`src/acc_cfg.svh`:
```
// Offsets, field positions, reset values and widths of the converter control block
`ifndef ACC_CFG_SVH
`define ACC_CFG_SVH

// ----------------------------------------------------------------
// Register bus
// ----------------------------------------------------------------
`define ACC_ADDR_W 3
`define ACC_DATA_W 16
`define ACC_OFS_CSR 3'h0
`define ACC_OFS_IST 3'h1
`define ACC_OFS_IMSK 3'h2
`define ACC_OFS_RES 3'h3

// ----------------------------------------------------------------
// Control/status register layout
// ----------------------------------------------------------------
`define ACC_CSR_W 8
`define ACC_CSR_RST 8'h00
`define ACC_CSR_FLAG 7
`define ACC_CH_W 4
`define ACC_IDX_W 2

// ----------------------------------------------------------------
// Event bits of the interrupt status and mask registers
// ----------------------------------------------------------------
`define ACC_EVT_W 3
`define ACC_EVT_DONE 0
`define ACC_EVT_CHAN 1
`define ACC_EVT_ABORT 2
`define ACC_EVT_RST 3'h0

// ----------------------------------------------------------------
// Converter core and halt inputs
// ----------------------------------------------------------------
`define ACC_RES_W 10
`define ACC_RES_RST 10'h000
`define ACC_HALT_W 3

`endif

```
`src/acc_pkg.sv`:
```
// Types shared by the converter control block
package acc_pkg;

  // ----------------------------------------------------------------
  // Control/status register fields, bit 7 down to bit 0
  // ----------------------------------------------------------------
  typedef struct packed {
    logic conversion_done_flag;  // Bit 7
    logic done_irq_enable;       // Bit 6
    logic conversion_go_bit;     // Bit 5
    logic scanMode;              // Bit 4
    logic [3:0] inputSelect;     // Bits 3..0
  } acc_csr_t;

  // Request to the multiplexer and converter core
  typedef struct packed {
    logic start;       // One-cycle conversion start
    logic abort;       // One-cycle halt of a conversion in flight
    logic [3:0] sel;   // Analog input to convert
  } acc_core_req_t;

  // Sequencer states, one-hot
  typedef enum logic [2:0] {
    ST_WAIT = 3'b001,
    ST_LAUNCH = 3'b010,
    ST_BUSY = 3'b100
  } acc_state_t;

endpackage

```
`src/acc_sync.sv`:
```
// Two-stage synchroniser for asynchronous level inputs
`include "acc_cfg.svh"
module acc_sync #(
  parameter int WIDTH = `ACC_HALT_W
) (
  input wire logic clock,
  input wire logic sys_rst,
  input wire logic [WIDTH-1:0] asyncIn,
  output logic [WIDTH-1:0] syncOut
);

  // ----------------------------------------------------------------
  // One pair of flops per bit; the first is read only by the second
  // ----------------------------------------------------------------
  genvar i;
  generate
    for (i = 0; i < WIDTH; i++) begin : g_bit
      logic stage1;  // Metastability catcher
      logic stage2;  // Clean level
      always_ff @(posedge clock) begin
        if (sys_rst) begin
          stage1 <= 1'b0;
          stage2 <= 1'b0;
        end else begin
          stage1 <= asyncIn[i];
          stage2 <= stage1;
        end
      end
      assign syncOut[i] = stage2;
    end
  endgenerate

endmodule

```
`src/acc_chan_seq.sv`:
```
// Channel pointer: picks the input to convert and marks the last of a pass
`include "acc_cfg.svh"
module acc_chan_seq (
  input wire logic clock,
  input wire logic sys_rst,
  input wire logic load,
  input wire logic advance,
  input wire logic scanMode,
  input wire logic [`ACC_CH_W-1:0] chanField,
  output logic [`ACC_CH_W-1:0] curInput,
  output logic passLast
);

  // ----------------------------------------------------------------
  // Position inside the group
  // ----------------------------------------------------------------
  logic [`ACC_IDX_W-1:0] idx;       // Offset from the group base
  logic [`ACC_IDX_W-1:0] next_idx;  // Next offset

  // Last channel of the pass: always in single mode
  assign passLast = !scanMode || (idx == chanField[`ACC_IDX_W-1:0]);

  // Single mode takes the field as it is; scan mode uses the group base plus offset
  assign curInput = scanMode ? {chanField[`ACC_CH_W-1:`ACC_IDX_W], idx} : chanField;

  // Offset steps up and wraps to the group's lowest input after the last
  always_comb begin
    next_idx = idx;
    if (load) begin
      next_idx = '0;
    end else if (advance) begin
      next_idx = passLast ? '0 : idx + 1'b1;
    end
  end

  // Offset register
  always_ff @(posedge clock) begin
    if (sys_rst) begin
      idx <= '0;
    end else begin
      idx <= next_idx;
    end
  end

endmodule

```
`src/acc_ctrl.sv`:
```
// Converter run, mode and channel control with register port and interrupt
`include "acc_cfg.svh"

module acc_ctrl (
  input wire logic clock,
  input wire logic sys_rst,
  input wire logic [`ACC_ADDR_W-1:0] regAddr,
  input wire logic [`ACC_DATA_W-1:0] regWrData,
  input wire logic regWr,
  input wire logic regRd,
  output logic [`ACC_DATA_W-1:0] regRdData,
  output acc_pkg::acc_core_req_t coreReq,
  input wire logic coreDone,
  input wire logic [`ACC_RES_W-1:0] coreResult,
  input wire logic swStandby,
  input wire logic hwStandby,
  input wire logic moduleStop,
  output logic done_irq_request,
  output logic irq
);

  // ----------------------------------------------------------------
  // Declarations
  // ----------------------------------------------------------------
  acc_pkg::acc_csr_t converter_control_status;  // Control/status register
  acc_pkg::acc_csr_t next_converter_control_status;
  acc_pkg::acc_csr_t wrCsr;                      // Write data seen as fields
  logic flagSeen;                                // Flag was read as 1
  logic next_flagSeen;
  acc_pkg::acc_state_t state;                    // Sequencer state
  acc_pkg::acc_state_t next_state;
  acc_pkg::acc_core_req_t next_coreReq;
  logic [`ACC_RES_W-1:0] lastResult;             // Most recent conversion
  logic [`ACC_RES_W-1:0] next_lastResult;
  logic [`ACC_EVT_W-1:0] irqStatus;              // Sticky event bits
  logic [`ACC_EVT_W-1:0] next_irqStatus;
  logic [`ACC_EVT_W-1:0] irqMask;                // Event enables
  logic [`ACC_EVT_W-1:0] next_irqMask;
  logic [`ACC_EVT_W-1:0] events;                 // This cycle's events
  logic [`ACC_DATA_W-1:0] next_regRdData;
  logic [`ACC_HALT_W-1:0] haltSync;              // Synchronised halt pins
  logic halt;                                    // Any standby or stop
  logic seqLoad;                                 // Restart the channel pointer
  logic seqAdvance;                              // Step the channel pointer
  logic [`ACC_CH_W-1:0] curInput;                // Input for the next start
  logic seqLast;                                 // Current input ends the pass
  logic startPulse;                              // Launch a conversion
  logic abortPulse;                              // Kill a conversion in flight
  logic chanEvt;                                 // One channel finished
  logic passEvt;                                 // A pass finished
  logic csrWr;                                   // Write to the control register
  logic csrRd;                                   // Read of the control register

  // ----------------------------------------------------------------
  // Halt inputs come from pins and pass two flops first
  // ----------------------------------------------------------------
  acc_sync #(
    .WIDTH(`ACC_HALT_W)
  ) u_halt_sync (
    .clock(clock),
    .sys_rst(sys_rst),
    .asyncIn({moduleStop, hwStandby, swStandby}),
    .syncOut(haltSync)
  );

  assign halt = |haltSync;

  // ----------------------------------------------------------------
  // Channel pointer
  // ----------------------------------------------------------------
  acc_chan_seq u_chan_seq (
    .clock(clock),
    .sys_rst(sys_rst),
    .load(seqLoad),
    .advance(seqAdvance),
    .scanMode(converter_control_status.scanMode),
    .chanField(converter_control_status.inputSelect),
    .curInput(curInput),
    .passLast(seqLast)
  );

  // ----------------------------------------------------------------
  // Sequencer
  // ----------------------------------------------------------------
  // Decides starts, aborts and completions from the go bit and core
  always_comb begin
    next_state = state;
    seqLoad = 1'b0;
    seqAdvance = 1'b0;
    startPulse = 1'b0;
    abortPulse = 1'b0;
    chanEvt = 1'b0;
    passEvt = 1'b0;
    case (state)
      acc_pkg::ST_WAIT: begin
        // Go set: restart the pointer; a scan starts from the group's lowest input
        if (converter_control_status.conversion_go_bit && !halt) begin
          next_state = acc_pkg::ST_LAUNCH;
          seqLoad = 1'b1;
        end
      end
      acc_pkg::ST_LAUNCH: begin
        if (!converter_control_status.conversion_go_bit || halt) begin
          next_state = acc_pkg::ST_WAIT;
        end else begin
          startPulse = 1'b1;
          next_state = acc_pkg::ST_BUSY;
        end
      end
      acc_pkg::ST_BUSY: begin
        if (!converter_control_status.conversion_go_bit || halt) begin
          // Stop takes priority over a completion in the same cycle
          abortPulse = 1'b1;
          next_state = acc_pkg::ST_WAIT;
        end else if (coreDone) begin
          chanEvt = 1'b1;
          passEvt = seqLast;
          if (converter_control_status.scanMode) begin
            // Next channel, or back to the group base after the last
            seqAdvance = 1'b1;
            next_state = acc_pkg::ST_LAUNCH;
          end else begin
            next_state = acc_pkg::ST_WAIT;
          end
        end
      end
      default: begin
        next_state = acc_pkg::ST_WAIT;
      end
    endcase
  end

  // Sequencer state register
  always_ff @(posedge clock) begin
    if (sys_rst) begin
      state <= acc_pkg::ST_WAIT;
    end else begin
      state <= next_state;
    end
  end

  // ----------------------------------------------------------------
  // Core request and result capture
  // ----------------------------------------------------------------
  // Select is held after the start so the multiplexer stays settled
  always_comb begin
    next_coreReq.start = startPulse;
    next_coreReq.abort = abortPulse;
    next_coreReq.sel = startPulse ? curInput : coreReq.sel;
    next_lastResult = chanEvt ? coreResult : lastResult;
  end

  // Request and result registers
  always_ff @(posedge clock) begin
    if (sys_rst) begin
      coreReq <= '0;
      lastResult <= `ACC_RES_RST;
    end else begin
      coreReq <= next_coreReq;
      lastResult <= next_lastResult;
    end
  end

  // ----------------------------------------------------------------
  // Control/status register
  // ----------------------------------------------------------------
  assign csrWr = regWr && (regAddr == `ACC_OFS_CSR);
  assign csrRd = regRd && (regAddr == `ACC_OFS_CSR);
  assign wrCsr = acc_pkg::acc_csr_t'(regWrData[`ACC_CSR_W-1:0]);

  // Software fields, hardware clears and the sticky done flag
  always_comb begin
    next_converter_control_status = converter_control_status;
    next_flagSeen = flagSeen;
    // Arm the flag clear only after software has seen it set
    if (csrRd && converter_control_status.conversion_done_flag) begin
      next_flagSeen = 1'b1;
    end
    // Single conversion over: go drops by itself
    if (chanEvt && !converter_control_status.scanMode) begin
      next_converter_control_status.conversion_go_bit = 1'b0;
    end
    // A write after the auto clear, so a fresh go of 1 is kept
    if (csrWr) begin
      next_converter_control_status.done_irq_enable = wrCsr.done_irq_enable;
      next_converter_control_status.conversion_go_bit = wrCsr.conversion_go_bit;
      next_converter_control_status.scanMode = wrCsr.scanMode;
      next_converter_control_status.inputSelect = wrCsr.inputSelect;
      // Writing 1 to the flag has no effect
      if (!wrCsr.conversion_done_flag && flagSeen) begin
        next_converter_control_status.conversion_done_flag = 1'b0;
        next_flagSeen = 1'b0;
      end
    end
    // Set wins over a clear in the same cycle
    if (passEvt) begin
      next_converter_control_status.conversion_done_flag = 1'b1;
    end
    // Standby or module stop forces the go bit low and blocks setting it
    if (halt) begin
      next_converter_control_status.conversion_go_bit = 1'b0;
    end
  end

  // Reset gives single mode on input zero, go and flag low
  always_ff @(posedge clock) begin
    if (sys_rst) begin
      converter_control_status <= acc_pkg::acc_csr_t'(`ACC_CSR_RST);
      flagSeen <= 1'b0;
    end else begin
      converter_control_status <= next_converter_control_status;
      flagSeen <= next_flagSeen;
    end
  end

  // ----------------------------------------------------------------
  // Interrupt status and mask
  // ----------------------------------------------------------------
  always_comb begin
    events = '0;
    events[`ACC_EVT_DONE] = passEvt;
    events[`ACC_EVT_CHAN] = chanEvt;
    events[`ACC_EVT_ABORT] = abortPulse;
  end

  // A read clears the status; an event in that cycle still lands
  always_comb begin
    next_irqStatus = irqStatus;
    next_irqMask = irqMask;
    if (regRd && (regAddr == `ACC_OFS_IST)) begin
      next_irqStatus = '0;
    end
    next_irqStatus = next_irqStatus | events;
    if (regWr && (regAddr == `ACC_OFS_IMSK)) begin
      next_irqMask = regWrData[`ACC_EVT_W-1:0];
    end
  end

  // Status and mask registers
  always_ff @(posedge clock) begin
    if (sys_rst) begin
      irqStatus <= `ACC_EVT_RST;
      irqMask <= `ACC_EVT_RST;
    end else begin
      irqStatus <= next_irqStatus;
      irqMask <= next_irqMask;
    end
  end

  // Both interrupt outputs are built from flops only, so no glitches
  assign irq = |(irqStatus & irqMask);
  assign done_irq_request = converter_control_status.conversion_done_flag
                            && converter_control_status.done_irq_enable;

  // ----------------------------------------------------------------
  // Read data, one cycle after the read strobe
  // ----------------------------------------------------------------
  // Narrow registers sit low; unmapped offsets and idle cycles read zero
  always_comb begin
    next_regRdData = '0;
    if (regRd) begin
      case (regAddr)
        `ACC_OFS_CSR: begin
          next_regRdData = `ACC_DATA_W'(converter_control_status);
        end
        `ACC_OFS_IST: begin
          next_regRdData = `ACC_DATA_W'(irqStatus);
        end
        `ACC_OFS_IMSK: begin
          next_regRdData = `ACC_DATA_W'(irqMask);
        end
        `ACC_OFS_RES: begin
          next_regRdData = `ACC_DATA_W'(lastResult);
        end
        default: begin
          next_regRdData = '0;
        end
      endcase
    end
  end

  // Read data register
  always_ff @(posedge clock) begin
    if (sys_rst) begin
      regRdData <= '0;
    end else begin
      regRdData <= next_regRdData;
    end
  end

endmodule

```
`config.mk`:
```
export PLATFORM = sky130hd
export DESIGN_NAME = acc_ctrl
export DESIGN_NICKNAME = d
export VERILOG_FILES = /design/src/acc_pkg.sv /design/src/acc_sync.sv /design/src/acc_chan_seq.sv /design/src/acc_ctrl.sv
export VERILOG_INCLUDE_DIRS = /design/src
export SDC_FILE = /design/constraint.sdc
export NUM_CORES = 1
export LEC_CHECK = 0
export BUFFER_PORTS_ARGS = -buffer_cell sky130_fd_sc_hd__buf_2
export CORE_UTILIZATION = 30
export CTS_CLUSTER_SIZE = 14
export DETAILED_ROUTE_END_ITERATION = 10
export GPL_TIMING_DRIVEN = 0
export PLACE_DENSITY = 0.49
export SKIP_LAST_GASP = 1
export SYNTH_ARGS = -nofsm -noshare
export SYNTH_HDL_FRONTEND = slang
export SYNTH_SLANG_ARGS = --single-unit
```
`constraint.sdc`:
```
create_clock -name clock -period 2.95 [get_ports clock]
set_clock_uncertainty 0.1 [all_clocks]
set_input_delay 0.4425 -clock clock [delete_from_list [all_inputs] [get_ports clock]]
set_output_delay 0.4425 -clock clock [all_outputs]
set_load 0.1 [all_outputs]
```
======== Word level (Yosys, flattened, before mapping) ========
Cells that the tools add are included.
operators by class
  add/sub/neg operators ................... 1
  equality and inequality tests ........... 9
  mux-type cells .......................... 33
  bitwise gates (word level) .............. 3
  reduce and logical (&&, ||, !) cells .... 26
operators by type and width
  cell                                                 count
  one-hot mux 10 bit (4 select lines)                  1
  two-way mux 1 bit                                    22
  two-way mux 3 bit                                    5
  equality test 3 x 2 -> 1 bit, second input constant  3
  logical AND 1 bit                                    9
  one-hot mux 3 bit (3 select lines)                   1
  two-way mux 8 bit                                    1
  equality test 3 x 1 -> 1 bit, second input constant  2
  two-way mux 2 bit                                    3
  nonzero test 2 bit                                   3
  OR reduction 3 bit                                   2
  logical NOT 1 bit                                    4
  AND reduction 2 bit                                  2
  OR reduction 2 bit                                   2
  OR reduction 4 bit                                   1
  bitwise AND 3 bit                                    1
  equality test 3 bit, second input constant           1
  logical NOT 3 bit                                    1
  != test 3 bit, second input constant                 1
  bitwise OR 3 bit                                     1
  adder 2 x 1 -> 2 bit, second input constant          1
  equality test 2 bit                                  1
  logical OR 1 bit                                     2
  != test 2 bit, second input constant                 1
  NOT 1 bit                                            1
word-level totals
  bits in registers ....................... 58
  bits of input ports ..................... 37
  output and inout port bits .............. 24
  logic and storage cells ................. 93

======== Longest topological paths before layout ========
  word-level depth ........................ 8
  mapped depth ............................ 6
  depth with buffers taken out ............ 4

======== Modules after synthesis ========
Synthesis repeated with hierarchy kept, for this count alone.
second synthesis, totals
  cells, all modules ...................... 244
  area, all modules ....................... 2264.7 um^2
by module, submodules not included
  module        times used  cells an instance  area each (um^2)  seq. area each (um^2)
  acc_ctrl      1           211                1914.3            880.8
  acc_sync      1           15                 180.2             120.1
  acc_chan_seq  1           18                 170.2             40.0

======== Worst setup path before layout ========
Ideal clock, no wire load.
  path kind ............................... register to register
  from .................................... reg u_halt_sync.g_bit[1].stage2
  to ...................................... reg coreReq[2] (netlist name)
  setup time .............................. 0.128 ns
  arrival time ............................ 1.624 ns
  required time ........................... 2.722 ns
  setup slack ............................. 1.099 ns
  cell stages (with the launch flop) ...... 6
  path buffers ............................ 1
  period minus slack after synthesis ...... 1.851 ns
  cell sequence ........................... dfxtp_1 or4b_1 buf_2 nor4b_4 mux2i_1 nor2_1
between the ends
  word-level cells in the longest chain between the ends .. 4
ends and longest elaborated chain
  what                      RTL line         text
  start: declaration        acc_sync.sv:19   logic stage2;
  start signal: assignment  acc_sync.sv:26   stage2 <= stage1;
  OR reduction 3 bit        acc_ctrl.sv:66   assign halt = |haltSync;
  logical OR 1 bit          acc_ctrl.sv:103  if (!converter_control_status.conversion_go_bit || halt) begin
  two-way mux 1 bit         acc_ctrl.sv:103
  two-way mux 1 bit         acc_ctrl.sv:94   case (state)
  end signal: assignment    acc_ctrl.sv:159  coreReq <= next_coreReq;
  end: declaration          acc_ctrl.sv:12   output acc_pkg::acc_core_req_t coreReq,
Every way passes these cells.
A chain may end at the register's enable or synchronous reset.

======== Worst setup path after layout ========
Same ends and word-level chain as after synthesis.

==> results by group <==
Drt
  – Number of DRC markers in iteration 0: 67
  – Final ANT Viol Nets: 0
  – DRC violations left: 0
  – Detailed-route vias per instance: 4.680
  – 1st-pass router iterations: 4
  – Vias: 1699
  – Drt wl/cell: 13.79 um
  – Post-Route WL: 5005 um

Critical path
  – CP required: 3.03 ns
  – CP max-delay cell: or4b_1
  – Worst r2r src: u_halt_sync.g_bit[1].stage2
  – Critical path origin: u_halt_sync.g_bit[1].stage2
  – WS Path Type: flip-flop to flip-flop
  – Startpoint Class: flip-flop
  – Worst path max stage delay: 0.50 ns
  – Crit-path max FO: 7
  – Critical Path AT: 2.11 ns
  – CP cell instances: or4b_1, buf_2, nor4b_4, mux2i_1, nor2_1
  – Critical path capture point type: flip-flop

Floorplanning
  – Row count: 29
  – Die area: 7277 sq um
  – I/O pin count: 61
  – Die Wd: 85.31 um
  – Placeable core area: 6531 sq um
  – Die height: 85.31 um
  – Initial core utilization: 31.88%

Global routing
  – Initial antenna violation count: 0
  – Vias in the first global route: 1632
  – Residual overflow from global routing: 0
  – Largest net degree at the start of global routing: 15
  – First-pass GRT wire length: 8107 um
  – GR Util All Layers: 14.45%

Layout
  – Commonest non-fill, non-tap cell in the layout: dfxtp_1
  – Post-layout nets: 322
  – Filler cells: 698
  – Design Area, Final: 2517 sq um
  – Fraction of layout cells with a size suffix above 1: 23.43%
  – Diodes inserted: 0
  – Most frequent cells in the layout: dfxtp_1, buf_2, nand2_1
  – Synth-to-layout area growth: 20.91%
  – Final Core Density: 38.54%

Synthesis
  – Yosys warning count: 0
  – EDFF count, synth: 0
  – Cell count after synthesis: 227
  – Multiplexer share of the synthesized area: 7.212%
  – Largest family of logic cells by synthesized area: simple AND/OR/NAND/NOR gates
  – Number of synthesized register bits: 52
  – XOR/XNOR share of the synthesized area: 1.262%
  – Top_reg_cell synth: dfxtp_1
  – Synth Area in Simple Gates: 23.20%
  – Post-synthesis instance area: 2082 sq um
  – Asr flop ratio synth: 0%
  – Yosys cell types: 45
  – Synth Area in Adders: 0%
  – Sequential share of the synthesized area: 50.00%
  – Compound-Gate Fraction of Synth Area: 13.10%
  – Avg Inst Size Synth: 9.172 sq um

Outcome
  – Status: complete, no violations

Clock tree
  – CTS buffer count: 5
  – Post-CTS Setup Bufs: 0
  – Resize count post-CTS: 0
  – H-tree levels: 2
  – Max Buffers Root-to-Sink: 2
  – Sink Count: 52
  – Root Driver: clkbuf_8
  – Hold_buf cts: 0
  – Clk_lat worst skew: 0.30 ns
  – Reg clk slew, reported paths: 0.09 ns
  – TritonCTS clock tree: done

Power
  – LEAKAGE: 0.001006 uW
  – VDD IR max: 0.1926 mV
  – Cell Pwr Density: 493.8 nW/um^2
  – Total Power: 1243 uW

STA
  – Slew Limit Fails: 0
  – Post-layout min period: 2.031 ns
  – Period utilization: 68.86%
  – Worst-Margin Slew: 0.8647 ns
  – Setup TNS: 0 ns
  – Fin. Hold Viols: 0
  – Final setup violation count: 0
  – FMAX: 492.3 MHz
  – RSZ-0062 raised after global routing: false
  – Relative slew margins: 41.57%

Place
  – Placed instance area: 2427 sq um
  – RD Place Congestion: 0.7195
  – Buffers on Ports: 46
  – HPWL Detailed: 3675 um

Flow run
  – Max-Cap Viols: 0

Min path
  – Hold Path Origin: moduleStop
  – Min-Delay Path Class: input port to flip-flop
## sequential cells by signal, summed over array words and instances, names as in the netlist
signal / count
converter_control_status: 8
coreReq: 6
flagSeen: 1
irqMask: 3
irqStatus: 3
lastResult: 10
regRdData: 10
state: 3
u_chan_seq.idx: 2
u_halt_sync.g_bit.stage1: 3
u_halt_sync.g_bit.stage2: 3
## worst max-delay path, delay by kind of cell (launching register included)
kind                   cells  cell delay (ns)
DFF                        1             0.32
buffers and inverters      1             0.19
and+or+nand+nor            3             1.05
muxes                      1             0.24
## Yosys cell counts, drive strengths merged, types with 2 or more instances
library cell	n	area (sq um)
a211oi	2	15.01
a21o	2	15.01
a21oi	21	105.1
a22oi	5	37.54
and2	3	18.77
and3	3	18.77
buf	11	67.56
clkbuf	5	18.77
dfxtp	52	1041
inv	5	18.77
mux2i	15	150.1
nand2	37	138.9
nand2b	3	18.77
nand3	2	10.01
nand3b	3	22.52
nor2	21	78.83
nor2b	6	37.54
nor3	3	20.02
nor4b	3	47.54
o22a	3	26.28
xnor2	3	26.28
## cell type report
| class | count | area, sq um | share of cell area [%] |
|---|---|---|---|
| Buffer | 16 | 86.33 | 3.429 |
| Clock buffer | 8 | 90.09 | 3.579 |
| Inverter | 5 | 18.77 | 0.7455 |
| Multi-Input combinational cell | 159 | 954.7 | 37.92 |
| Sequential cell | 52 | 1041 | 41.35 |
| Tap cell | 77 | 96.34 | 3.827 |
| Timing Repair Buffer | 46 | 230.2 | 9.145 |
## power breakdown
part	switching (uW)	internal (uW)	leakage, uW
Sequential	4.51	708	0.000420
Clock	229	192	0.0000455
Combinational	74.5	34.7	0.000540
## metrics by stage
stage	hold slack [ns]	cells	worst slack (ns)
after floorplan	0.3138	232	1.099
after global placement	0.3209	355	0.8352
after detailed placement	0.3212	355	0.8464
after CTS	0.2329	363	0.8907
after global routing	0.2358	363	0.7248
final	0.2424	363	0.9186
## routing by layer
layer  global-route usage [%]  wire, um  vias to the layer above
met5                        0         0                        -
met4                    4.242        34                        0
met3                    3.599       240                        4
met2                    22.73      2214                       45
met1                    19.64      2516                      766
li1                         -         -                      884
## final timing paths
| path | slack (ns) | to | cells past startpoint |
|---|---|---|---|
| max | 0.92 | coreReq[2] | 5 |
| max reg2reg | 0.92 | coreReq[2] | 5 |
| min reg2reg | 0.34 | u_halt_sync.g_bit[1].stage2 | 1 |
| min | 0.24 | u_halt_sync.g_bit[2].stage1 | 2 |
## cell families after synthesis
logic type / Yosys count
buf+inv: 21
simple gates: 93
compound gates: 42
other cells: 1
xor+xnor: 3
flops: 52
mux: 15
Power figures use the tool's default switching activity.
